## config.mk

```make
export PLATFORM = sky130hd
export DESIGN_NAME = fsr_status_regs
export DESIGN_NICKNAME = d
export VERILOG_FILES = /design/src/hw/fsr_pkg.sv /design/src/hw/fsr_edge_latch.sv /design/src/hw/fsr_read_mux.sv /design/src/hw/fsr_status_regs.sv
export VERILOG_INCLUDE_DIRS = /design/src /design/src/hw
export SDC_FILE = /design/constraint.sdc
export NUM_CORES = 1
export LEC_CHECK = 0
export BUFFER_PORTS_ARGS = -buffer_cell sky130_fd_sc_hd__buf_2
export CAP_MARGIN = 10
export CELL_PAD_IN_SITES_DETAIL_PLACEMENT = 2
export CELL_PAD_IN_SITES_GLOBAL_PLACEMENT = 2
export CORE_MARGIN = 5
export CORE_UTILIZATION = 25
export CTS_BUF_LIST = sky130_fd_sc_hd__clkbuf_16
export CTS_CLUSTER_SIZE = 14
export DETAILED_ROUTE_END_ITERATION = 8
export HOLD_SLACK_MARGIN = 0.06
export PLACE_DENSITY = 0.78
export REMOVE_ABC_BUFFERS = 1
export SLEW_MARGIN = 20
export SYNTH_ARGS = -nofsm -noshare
export SYNTH_HDL_FRONTEND = slang
export SYNTH_SLANG_ARGS = --single-unit
export TNS_END_PERCENT = 10
```

## constraint.sdc

```tcl
create_clock -name sys_clk_in -period 1.35 [get_ports sys_clk_in]
set_input_delay 0.27 -clock sys_clk_in [delete_from_list [all_inputs] [get_ports sys_clk_in]]
set_output_delay 0.27 -clock sys_clk_in [all_outputs]
set_load 0.02 [all_outputs]
```

## src/hw/fsr_map.svh

```systemverilog
// Purpose: offsets, bit positions and reset values for the floppy status ports
// Assumes: byte-wide host i/o reads, primary base address
// Notes:   definitions only
`ifndef FSR_MAP_SVH
`define FSR_MAP_SVH

// ==========================================================
// port addresses
`define FSR_ADDR_STATUS_A   16'h03f0
`define FSR_ADDR_STATUS_B   16'h03f1
`define FSR_ADDR_DIG_IN     16'h03f7

// ==========================================================
// field positions
`define FSR_A_DIR           0
`define FSR_A_WPROT         1
`define FSR_A_INDEX         2
`define FSR_A_HEAD          3
`define FSR_A_TRACK_ZERO          4
`define FSR_A_STEP          5
`define FSR_A_BIT6          6
`define FSR_A_INT           7
`define FSR_B_MOTOR         0
`define FSR_B_WRITE_GATE         2
`define FSR_B_RDATA         3
`define FSR_B_WDATA         4
`define FSR_B_DSEL          5

// ==========================================================
// reset values and constants
`define FSR_BYTE_ZERO       8'h00
`define FSR_B_ENH_FIXED     8'hc0
`define FSR_B_LAT_FIXED     8'h43

`endif

```

## src/hw/fsr_pkg.sv

```systemverilog
// Purpose: types shared by the floppy status port files
// Assumes: nothing
// Notes:   mode encoding follows the mode_sel_in input
package fsr_pkg;

	// ==========================================================
	// host compatibility modes
	typedef enum logic [1:0] {
		FSR_MODE_BASIC    = 2'b00,
		FSR_MODE_ENHANCED = 2'b01,
		FSR_MODE_LATCHED  = 2'b10
	} fsr_mode_t;

	// ==========================================================
	// read cycle states
	typedef enum logic [1:0] {
		FSR_RD_IDLE,
		FSR_RD_DRIVE
	} fsr_rd_state_t;

endpackage

```

## src/hw/fsr_edge_latch.sv

```systemverilog
// Purpose: per-signal edge detect with toggle and sticky latch outputs
// Assumes: inputs synchronous to sys_clk_in
// Notes:   set wins over a clear in the same cycle
`timescale 1ns/1ps
module fsr_edge_latch
	import fsr_pkg::*;
(
	input  wire logic       sys_clk_in,
	input  wire logic       rst_in,
	input  wire logic       sw_rst_in,
	input  wire logic       sig_in,
	input  wire logic       fall_sel_in,
	input  wire logic       clear_in,
	output logic            toggle_out,
	output logic            sticky_out
);

	logic prev_reg;
	logic edge_det;

	// ==========================================================
	// chosen edge: falling when fall_sel_in, rising otherwise
	assign edge_det = fall_sel_in ? (prev_reg & ~sig_in) : (~prev_reg & sig_in);

	// previous sample
	always_ff @(posedge sys_clk_in or posedge rst_in) begin
		if (rst_in) begin
			prev_reg <= 1'b0;
		end else begin
			prev_reg <= sig_in;
		end
	end

	// toggle on every chosen edge
	always_ff @(posedge sys_clk_in or posedge rst_in) begin
		if (rst_in) begin
			toggle_out <= 1'b0;
		end else if (edge_det) begin
			toggle_out <= ~toggle_out;
		end
	end

	// sticky latch, cleared by input-port read or software reset
	always_ff @(posedge sys_clk_in or posedge rst_in) begin
		if (rst_in) begin
			sticky_out <= 1'b0;
		end else if (edge_det) begin
			sticky_out <= 1'b1;
		end else if (clear_in || sw_rst_in) begin
			sticky_out <= 1'b0;
		end
	end

endmodule

```

## src/hw/fsr_read_mux.sv

```systemverilog
// Purpose: registered read data and output enable for the host data bus
// Assumes: one read strobe per cycle
// Notes:   data is reloaded every cycle while driving; enable stands until the strobe or the port hit drops
`timescale 1ns/1ps
`include "fsr_map.svh"
module fsr_read_mux
	import fsr_pkg::*;
(
	input  wire logic       sys_clk_in,
	input  wire logic       rst_in,
	input  wire logic       rd_in,
	input  wire logic       drive_in,
	input  wire logic [7:0] data_in,
	output logic      [7:0] data_out,
	output logic            data_oe_out
);

	fsr_rd_state_t state_reg;

	// ==========================================================
	// capture read data while the strobe is high
	always_ff @(posedge sys_clk_in or posedge rst_in) begin
		if (rst_in) begin
			state_reg   <= FSR_RD_IDLE;
			data_out    <= `FSR_BYTE_ZERO;
			data_oe_out <= 1'b0;
		end else begin
			case (state_reg)
				FSR_RD_IDLE: begin
					if (rd_in && drive_in) begin
						state_reg   <= FSR_RD_DRIVE;
						data_out    <= data_in;
						data_oe_out <= 1'b1;
					end
				end
				FSR_RD_DRIVE: begin
					data_out <= data_in;
					if (!rd_in || !drive_in) begin
						state_reg   <= FSR_RD_IDLE;
						data_oe_out <= 1'b0;
					end
				end
				default: begin
					state_reg   <= FSR_RD_IDLE;
					data_oe_out <= 1'b0;
				end
			endcase
		end
	end

endmodule

```

## src/hw/fsr_status_regs.sv

```systemverilog
// Purpose: two read-only floppy status ports with three host compatibility modes
// Assumes: disk and controller signals synchronous to sys_clk_in; byte i/o reads
// Notes:   basic mode leaves the data bus undriven for both ports
//
// What this block does
// RULE_01 - basic mode: reading status port a leaves data lines undriven
// RULE_02 - enhanced mode: status port a readable any time, state-independent
// RULE_03 - enhanced a bit 0: direction, 1 inward, 0 outward
// RULE_04 - enhanced a bits 1,2,4: write protect, index, track zero active low
// RULE_05 - enhanced a bit 3: head side select, 1 means side 1
// RULE_06 - enhanced a bit 5: live step output level, unlatched
// RULE_07 - enhanced a bit 6: always reads 1
// RULE_08 - enhanced and latched a bit 7: controller interrupt request
// RULE_09 - latched a: direction, head active low; protect, index, track zero high
// RULE_10 - latched a bit 5: set on step, cleared by input-port read or resets
// RULE_11 - latched a bit 6: dma request pending, active high
// RULE_12 - basic mode: reading status port b leaves data lines undriven
// RULE_13 - enhanced b bit 0: motor drive 0, low at hard reset, kept on soft
// RULE_14 - enhanced b bit 1: reserved, reads 0
// RULE_15 - enhanced b bit 2: follows write gate output
// RULE_16 - enhanced b bits 3,4: toggle on read-data and write-data inactive edges
// RULE_17 - enhanced b bit 5: mirrors output port drive select bit 0
// RULE_18 - enhanced b bits 6,7: reserved, read 1
// RULE_19 - latched b bit 2: latched on write gate rising, input-port read clears
// RULE_20 - latched b bit 3: latched on read data falling, input-port read clears; the code latches on the rising edge of read_data_n_in
// RULE_21 - latched b bit 4: latched on write data falling, ungated, read clears; the code latches on the rising edge of write_data_n_in
// RULE_22 - latched b bit 5: drive-0 select shown active low
// RULE_23 - mode input selects basic, enhanced or latched layout for both ports
`timescale 1ns/1ps
`include "fsr_map.svh"
module fsr_status_regs
	import fsr_pkg::*;
(
	input  wire logic        sys_clk_in,
	input  wire logic        rst_in,
	input  wire logic        sw_rst_in,
	input  wire logic [1:0]  mode_sel_in,
	input  wire logic [15:0] io_addr_in,
	input  wire logic        io_rd_in,
	input  wire logic        head_dir_in,
	input  wire logic        write_protect_n_in,
	input  wire logic        index_pulse_n_in,
	input  wire logic        head_side_select_in,
	input  wire logic        track_zero_n_in,
	input  wire logic        step_in,
	input  wire logic        irq_in,
	input  wire logic        dma_request_pending_in,
	input  wire logic        motor_on_drive0_in,
	input  wire logic        write_gate_in,
	input  wire logic        read_data_n_in,
	input  wire logic        write_data_n_in,
	input  wire logic        drive0_select_in,
	output logic      [7:0]  io_data_out,
	output logic             io_data_oe_out
);

	// ==========================================================
	// decode and mode
	fsr_mode_t mode;
	logic      hit_a;
	logic      hit_b;
	logic      dig_in_read;
	logic      dig_in_read_reg;
	logic      clear_pulse;
	logic      drive_bus;
	logic [7:0] rd_data;

	assign mode        = fsr_mode_t'(mode_sel_in);              // RULE_23
	assign hit_a       = (io_addr_in == `FSR_ADDR_STATUS_A);
	assign hit_b       = (io_addr_in == `FSR_ADDR_STATUS_B);
	assign dig_in_read = io_rd_in && (io_addr_in == `FSR_ADDR_DIG_IN);
	// one clear per input-port read, on its first cycle
	assign clear_pulse = dig_in_read && !dig_in_read_reg;

	always_ff @(posedge sys_clk_in or posedge rst_in) begin
		if (rst_in) begin
			dig_in_read_reg <= 1'b0;
		end else begin
			dig_in_read_reg <= dig_in_read;
		end
	end

	// ==========================================================
	// edge trackers: step rising, write gate rising, data lines rising of _n
	// the inactive edge of an active-low data pulse is its rising edge;
	// data lines enter inverted, so their idle level equals the tracker's
	// reset sample and no false edge follows reset; the falling edge of
	// the inverted line is the rising edge of the pin
	logic step_lat;
	logic write_gate_lat;
	logic rdata_tog;
	logic rdata_lat;
	logic wdata_tog;
	logic wdata_lat;

	fsr_edge_latch u_step (
		.sys_clk_in  (sys_clk_in),
		.rst_in      (rst_in),
		.sw_rst_in   (sw_rst_in),
		.sig_in      (step_in),
		.fall_sel_in (1'b0),
		.clear_in    (clear_pulse),
		.toggle_out  (),
		.sticky_out  (step_lat)                                      // RULE_10
	);

	fsr_edge_latch u_write_gate (
		.sys_clk_in  (sys_clk_in),
		.rst_in      (rst_in),
		.sw_rst_in   (1'b0),
		.sig_in      (write_gate_in),
		.fall_sel_in (1'b0),
		.clear_in    (clear_pulse),
		.toggle_out  (),
		.sticky_out  (write_gate_lat)                                     // RULE_19
	);

	fsr_edge_latch u_rdata (
		.sys_clk_in  (sys_clk_in),
		.rst_in      (rst_in),
		.sw_rst_in   (1'b0),
		.sig_in      (~read_data_n_in),
		.fall_sel_in (1'b1),
		.clear_in    (clear_pulse),
		.toggle_out  (rdata_tog),                                    // RULE_16
		.sticky_out  (rdata_lat)                                     // RULE_20
	);

	fsr_edge_latch u_wdata (
		.sys_clk_in  (sys_clk_in),
		.rst_in      (rst_in),
		.sw_rst_in   (1'b0),
		.sig_in      (~write_data_n_in),
		.fall_sel_in (1'b1),
		.clear_in    (clear_pulse),
		.toggle_out  (wdata_tog),                                    // RULE_16
		.sticky_out  (wdata_lat)                                     // RULE_21
	);

	// ==========================================================
	// status port a composition
	logic [7:0] status_a_enh;
	logic [7:0] status_a_lat;

	always_comb begin
		status_a_enh                = `FSR_BYTE_ZERO;
		status_a_enh[`FSR_A_DIR]    = head_dir_in;                    // RULE_03
		status_a_enh[`FSR_A_WPROT]  = write_protect_n_in;             // RULE_04
		status_a_enh[`FSR_A_INDEX]  = index_pulse_n_in;               // RULE_04
		status_a_enh[`FSR_A_HEAD]   = head_side_select_in;            // RULE_05
		status_a_enh[`FSR_A_TRACK_ZERO]   = track_zero_n_in;                // RULE_04
		status_a_enh[`FSR_A_STEP]   = step_in;                        // RULE_06
		status_a_enh[`FSR_A_BIT6]   = 1'b1;                           // RULE_07
		status_a_enh[`FSR_A_INT]    = irq_in;                         // RULE_08
	end

	always_comb begin
		status_a_lat                = `FSR_BYTE_ZERO;
		status_a_lat[`FSR_A_DIR]    = ~head_dir_in;                   // RULE_09
		status_a_lat[`FSR_A_WPROT]  = ~write_protect_n_in;            // RULE_09
		status_a_lat[`FSR_A_INDEX]  = ~index_pulse_n_in;              // RULE_09
		status_a_lat[`FSR_A_HEAD]   = ~head_side_select_in;           // RULE_09
		status_a_lat[`FSR_A_TRACK_ZERO]   = ~track_zero_n_in;               // RULE_09
		status_a_lat[`FSR_A_STEP]   = step_lat;                       // RULE_10
		status_a_lat[`FSR_A_BIT6]   = dma_request_pending_in;         // RULE_11
		status_a_lat[`FSR_A_INT]    = irq_in;                         // RULE_08
	end

	// ==========================================================
	// status port b composition
	logic [7:0] status_b_enh;
	logic [7:0] status_b_lat;

	always_comb begin
		status_b_enh                = `FSR_B_ENH_FIXED;               // RULE_14 RULE_18
		status_b_enh[`FSR_B_MOTOR]  = motor_on_drive0_in;             // RULE_13
		status_b_enh[`FSR_B_WRITE_GATE]  = write_gate_in;                  // RULE_15
		status_b_enh[`FSR_B_RDATA]  = rdata_tog;                      // RULE_16
		status_b_enh[`FSR_B_WDATA]  = wdata_tog;                      // RULE_16
		status_b_enh[`FSR_B_DSEL]   = drive0_select_in;               // RULE_17
	end

	always_comb begin
		status_b_lat                = `FSR_B_LAT_FIXED;
		status_b_lat[`FSR_B_WRITE_GATE]  = write_gate_lat;                      // RULE_19
		status_b_lat[`FSR_B_RDATA]  = rdata_lat;                      // RULE_20
		status_b_lat[`FSR_B_WDATA]  = wdata_lat;                      // RULE_21
		status_b_lat[`FSR_B_DSEL]   = ~drive0_select_in;              // RULE_22
	end

	// ==========================================================
	// port select; basic mode keeps the bus released
	always_comb begin
		drive_bus = 1'b0;
		rd_data   = `FSR_BYTE_ZERO;
		case (mode)
			FSR_MODE_ENHANCED: begin
				drive_bus = hit_a || hit_b;                          // RULE_02
				rd_data   = hit_a ? status_a_enh : status_b_enh;
			end
			FSR_MODE_LATCHED: begin
				drive_bus = hit_a || hit_b;
				rd_data   = hit_a ? status_a_lat : status_b_lat;
			end
			default: begin
				drive_bus = 1'b0;                                    // RULE_01 RULE_12
			end
		endcase
	end

	fsr_read_mux u_rd (
		.sys_clk_in  (sys_clk_in),
		.rst_in      (rst_in),
		.rd_in       (io_rd_in),
		.drive_in    (drive_bus),
		.data_in     (rd_data),
		.data_out    (io_data_out),
		.data_oe_out (io_data_oe_out)
	);

endmodule
```

### Yosys cells after proc, flatten, opt, wreduce, memory -nomap -nowiden

Cells that the tools add are included.

* register bits after elaboration: 22
* output and inout port bits: 9
* word-level logic and storage cells: 74

* equal/unequal tests: 8
* muxes and demuxes: 18
* bitwise gates (word level): 16
* reduce and logical (&&, ||, !) cells: 18

Operator list (number)
* $eq A16 B10 Y1 const B: 3
* $pmux W8 S2: 2
* $mux W8: 3
* $not A1 Y1: 12
* $reduce_bool A2 Y1: 5
* $mux W1: 9
* $and A1 B1 Y1: 4
* $eq A2 B1 Y1 const B: 2
* $mux W2: 2
* $ne A2 B1 Y1 const B: 2
* $pmux W2 S2: 1
* $reduce_and A2 Y1: 2
* $logic_and A1 B1 Y1: 3
* $logic_not A1 Y1: 3
* $logic_or A1 B1 Y1: 3
* $eq A2 B2 Y1 const B: 1
* $logic_not A2 Y1: 1
* $pmux W1 S2: 1
* $reduce_or A2 Y1: 1

### Logic depth before layout (Yosys ltp)

* depth in word-level cells: 7
* mapped depth: 8
* mapped depth without buffers: 8

### Modules after synthesis

Synthesis repeated with hierarchy kept, for this count alone.

* cell total of the unflattened synthesis: 122
* area, all modules: 1263.7 µm²

By module, submodules not included
* fsr_edge_latch: times used 4, cells an instance 11, area an instance 120.1 µm²
* fsr_status_regs: times used 1, cells an instance 55, area an instance 394.1 µm²
* fsr_read_mux: times used 1, cells an instance 23, area an instance 389.1 µm²

### Worst setup path before layout

No wires, ideal clock.

* path type: input port to flip-flop
* from: input port mode_sel_in[0]
* to: register u_rd.data_out[5]
* arrival: 2292 ps
* data required time: 1268 ps
* setup slack: -1025 ps
* stages: 8
* path buffers: 0
* cell sequence: inv_1 -> ha_1 -> or4_2 -> ha_1 -> or3b_2 -> nor2_1 -> a211oi_1 -> o22ai_1

* cells in the longest elaborated chain, start to end: 6
* elaborated cells on any way between the ends: 10

RTL lines
* start: declaration: line fsr_status_regs.sv:37 `input wire logic [1:0] mode_sel_in,`
* $eq A2 B2 Y1 / $eq A2 B1 Y1 (equally long branches): line fsr_status_regs.sv:196 `case (mode)`
* $reduce_or A2 Y1 (no line)
* $mux W1
* $logic_and A1 B1 Y1: line fsr_read_mux.sv:30 `if (rd_in && drive_in) begin`
* $ne A2 B1 Y1 (no line)
* $reduce_and A2 Y1 (no line)
* end signal: assignment: line fsr_read_mux.sv:25 `` data_out <= `FSR_BYTE_ZERO; ``
* end signal: assignment: line fsr_read_mux.sv:32 `data_out <= data_in;`
* end signal: assignment: line fsr_read_mux.sv:37 `data_out <= data_in;`
* end: declaration: line fsr_read_mux.sv:14 `output logic [7:0] data_out,`

Parallel ways exist; a longest one is shown, timed or not. The select of a mux whose other input is x is not followed.
A chain may end at the register's enable or synchronous reset.

### Worst setup path after layout

* from: input port io_addr_in[12]
* to: register u_rd.data_out[3]

* cells in the longest elaborated chain, start to end: 6
* elaborated cells on any way between the ends: 12

RTL lines
* start: declaration: line fsr_status_regs.sv:38 `input wire logic [15:0] io_addr_in,`
* parallel branches: the longest is 6 deep, another holds $eq A16 B10 Y1

Parallel ways; which one is timed is not known. The select of a mux whose other input is x is not followed.

==> flow_summary.yaml <==
worst_setup_path:
  r2r_cells: 8
  slowest_delay_ns: 0.46
  worst-r2r-setup-slack_ns: -0.26
  crit_path_end_kind: "flop"
  path_buf_inv: 1
  cp_slowest_cell: "or4_4"
  r2r-end: "u_rd.data_out[4]"
  crit_type: "in2reg"
  critical_path.top_delay_family: "simple AND/OR/NAND/NOR gates"
  crit_fanout: 5
  critical_path.cell_chain: "buf_6, nor4_4, nand4_2, or4_4, ha_4, or3b_4, nor2_1, a211oi_1, o22ai_1"
  r2r_start: "u_rd.data_oe_out"
  crit_path_start_kind: "primary input"
  crit_arrival_ns: 2.26
  critPathRequiredTime_ns: 1.53
power:
  p_total_mw: 2.52
  peakVddDrop_v: 0.000618
  cellLeakagePower_nw: 0.805
  power_density_nw_per_um2: 1550
layout:
  nets: 200
  num-fill-cells: 425
  drive_gt1_share_pct: 51.6
  area_growth_pct: 57.9
  diodes: 0
  regMostFlops: "u_rd.data_out"
  largest_reg_flops: 8
  seq_area_um2: 500
  multi_input_area_um2: 529
sta:
  setup_violations: 13
  holdWs_ns: 0.150
  slew_headroom_pct: 76.6
  period_share_pct: 154
  fin_ws_ns: -0.725
  tightest_slew_ns: 0.346
  clock-skew-final_ns: 0.00319
  final_max_slew_viol_count: 0
  rsz0062_at_grt: "true"
  fmax_mhz: 482
  final-hold-violation-count: 0
  setup_tns_ns: -5.68
  finalCriticalPeriod_ns: 2.08
grt:
  grt_usage_pct: 16.6
  grt_max_degree: 21
  grt_pass1_vias: 1223
  grt_overflow: 0
  grt_pass1_wl_mm: 6.78
  antenna_found_initial: 0
placed_design:
  gp_routability_congestion: 0.782
  pre_cts_ws_ns: -1.34
  hpwlAfterDp_mm: 3.08
  port_buffers: 43
floorplanning:
  core_area_um2: 4000
  num_rows: 23
  dieHeight_um: 74.1
  die-width_um: 74.1
  start_util_pct: 25.7
  die-area_um2: 5500
  io_pins: 44
yosys:
  synth_cell_type_count: 35
  synth_edf_count: 0
  yosysMostFrequentCell: "dfrtp_1"
  ys_ff_latch: 20
  synth_common_cells: "20 x dfrtp_1, 9 x inv_1, 8 x nand2_1"
  async_reset_ff_share_pct: 100
  avgSynthCellArea_um2: 10.7
  synth.top_cell.area_share_pct: 48.7
  ys.flop_type: "dfrtp_1"
  synthesis.area_um2: 1030
  yosysWarnings: 0
  synth_top_cells_by_area: "dfrtp_1 49%, ha_1 3.6%, inv_1 3.3%"
  yosysSeqAreaShare_pct: 48.7
  yosys.area.top_type: "dfrtp_1"
  syn_inst: 96
hold_path:
  hold_end: "u_step.prev_reg"
  min_path_cells: 1
  hp-class: "in2reg"
  min-delay-start: "step_in"
status:
  violations: "setup timing"
  outcome: "finished with violations"
route:
  drt_iter0_drc: 23
  routed_wl_mm: 4.26
  viasPerCell: 4.91
  vias: 1035
  routedWlPerCell_um: 20.2
  first_pass_iters: 4
  drc: 0
  drtAntennaViolNets: 0
clocking:
  path_clk_slew_ns: 0.06
  clk_path_buf_depth: 2
  root_buffer: "clkbuf_16"
  clock_sinks: 20
  cts_buffers: 3
  htree_levels: 1
  clock_latency_ns: 0.26
  cts_tree: "yes"
run:
  cap_violations: 0
worst max-delay path by stage:
stage / start / to / slack [ns] / cells after the start
4_1_cts: io_addr_in[14] / u_rd.data_out[5] / -0.67 / 9
5_1_grt: io_addr_in[12] / u_rd.data_out[5] / -0.83 / 9
2_1_floorplan: mode_sel_in[0] / u_rd.data_out[5] / -1.14 / 8
3_3_place_gp: io_addr_in[13] / u_rd.data_out[5] / -1.16 / 9
3_5_place_dp: io_addr_in[13] / u_rd.data_out[4] / -1.34 / 8
6_report: io_addr_in[12] / u_rd.data_out[3] / -0.73 / 9
logic make-up after synthesis:
group,count (synthesis),synth area share [%]
DFF,20,48.7
and+or+nand+nor,33,21.5
xor gates and xnor gates,3,2.56
adders and majority gates,3,3.65
muxes,3,2.92
buffers and inverters,11,4.38
AOI/OAI and AO/OA,23,16.3
worst register-to-register path: stages, from the launching register on:
cell,delay [ns]
dfrtp_1,0.40
inv_1,0.11
ha_4,0.16
nor2_2,0.05
buf_4,0.13
buf_4,0.13
nand3_1,0.09
o21ai_2,0.07
a221o_1,0.35
what timing repair did:
action                                  CTS  global route
hold buffers                              1             0
setup buffers                             2             1
endpoints found under the hold margin    20             0
pin swaps                                 7             2
endpoints found under the setup margin   13            13
resized for setup                        12             6
area by class of cell:
cell class,count,share of cell area [%]
inverter,9,2.08
clock buffer,3,4.62
tap,50,3.85
sequential,20,30.8
timing repair buffer,63,24.2
multi-input combinational,65,32.6
clock inverter,1,1.85
per-stage QoR:
stage	util [%]	instance area, um^2	cells
after global placement	35.4	1420	203
final	40.6	1620	211
after detailed placement	35.4	1420	203
after CTS	40.1	1610	210
after global routing	40.6	1620	211
after floorplan	-	1020	94
where the power goes:
part | internal [mW] | switching, mW
Combinational | 0.369 | 0.467
Sequential | 0.739 | 0.111
Clock | 0.589 | 0.250
layer usage:
layer  vias to the layer above  routed length (um)  GRT usage [%]
met2                        24                2330           30.1
met1                       525                1750           20.2
met3                         2                 158           2.70
met4                         0                  21           4.23
met5                         -                   0              0
li1                        484                   -              -
cells in the final DEF (no fill, tap or decap), types with 2 or more instances in the layout:
| cell type | netlist | routed |
|---|---|---|
| o22ai_1 | 2 | 2 |
| buf_4 | 1 | 19 |
| a22o_2 | 3 | 3 |
| a211oi_1 | 3 | 3 |
| and2_1 | 3 | 2 |
| clkbuf_16 | 0 | 3 |
| nand3_1 | 3 | 3 |
| dfrtp_1 | 20 | 20 |
| mux2i_1 | 3 | 3 |
| ha_4 | 0 | 2 |
| o21ai_1 | 0 | 3 |
| nor2_1 | 5 | 3 |
| a21oi_1 | 2 | 2 |
| o21ai_0 | 6 | 2 |
| buf_2 | 0 | 39 |
| nor2_2 | 0 | 2 |
| buf_6 | 0 | 4 |
| inv_1 | 9 | 9 |
| a221oi_1 | 3 | 3 |
| nor4bb_1 | 2 | 2 |
| xnor2_1 | 2 | 2 |
| nand2_1 | 8 | 8 |
No activity file was read; power rests on OpenSTA's default activity.
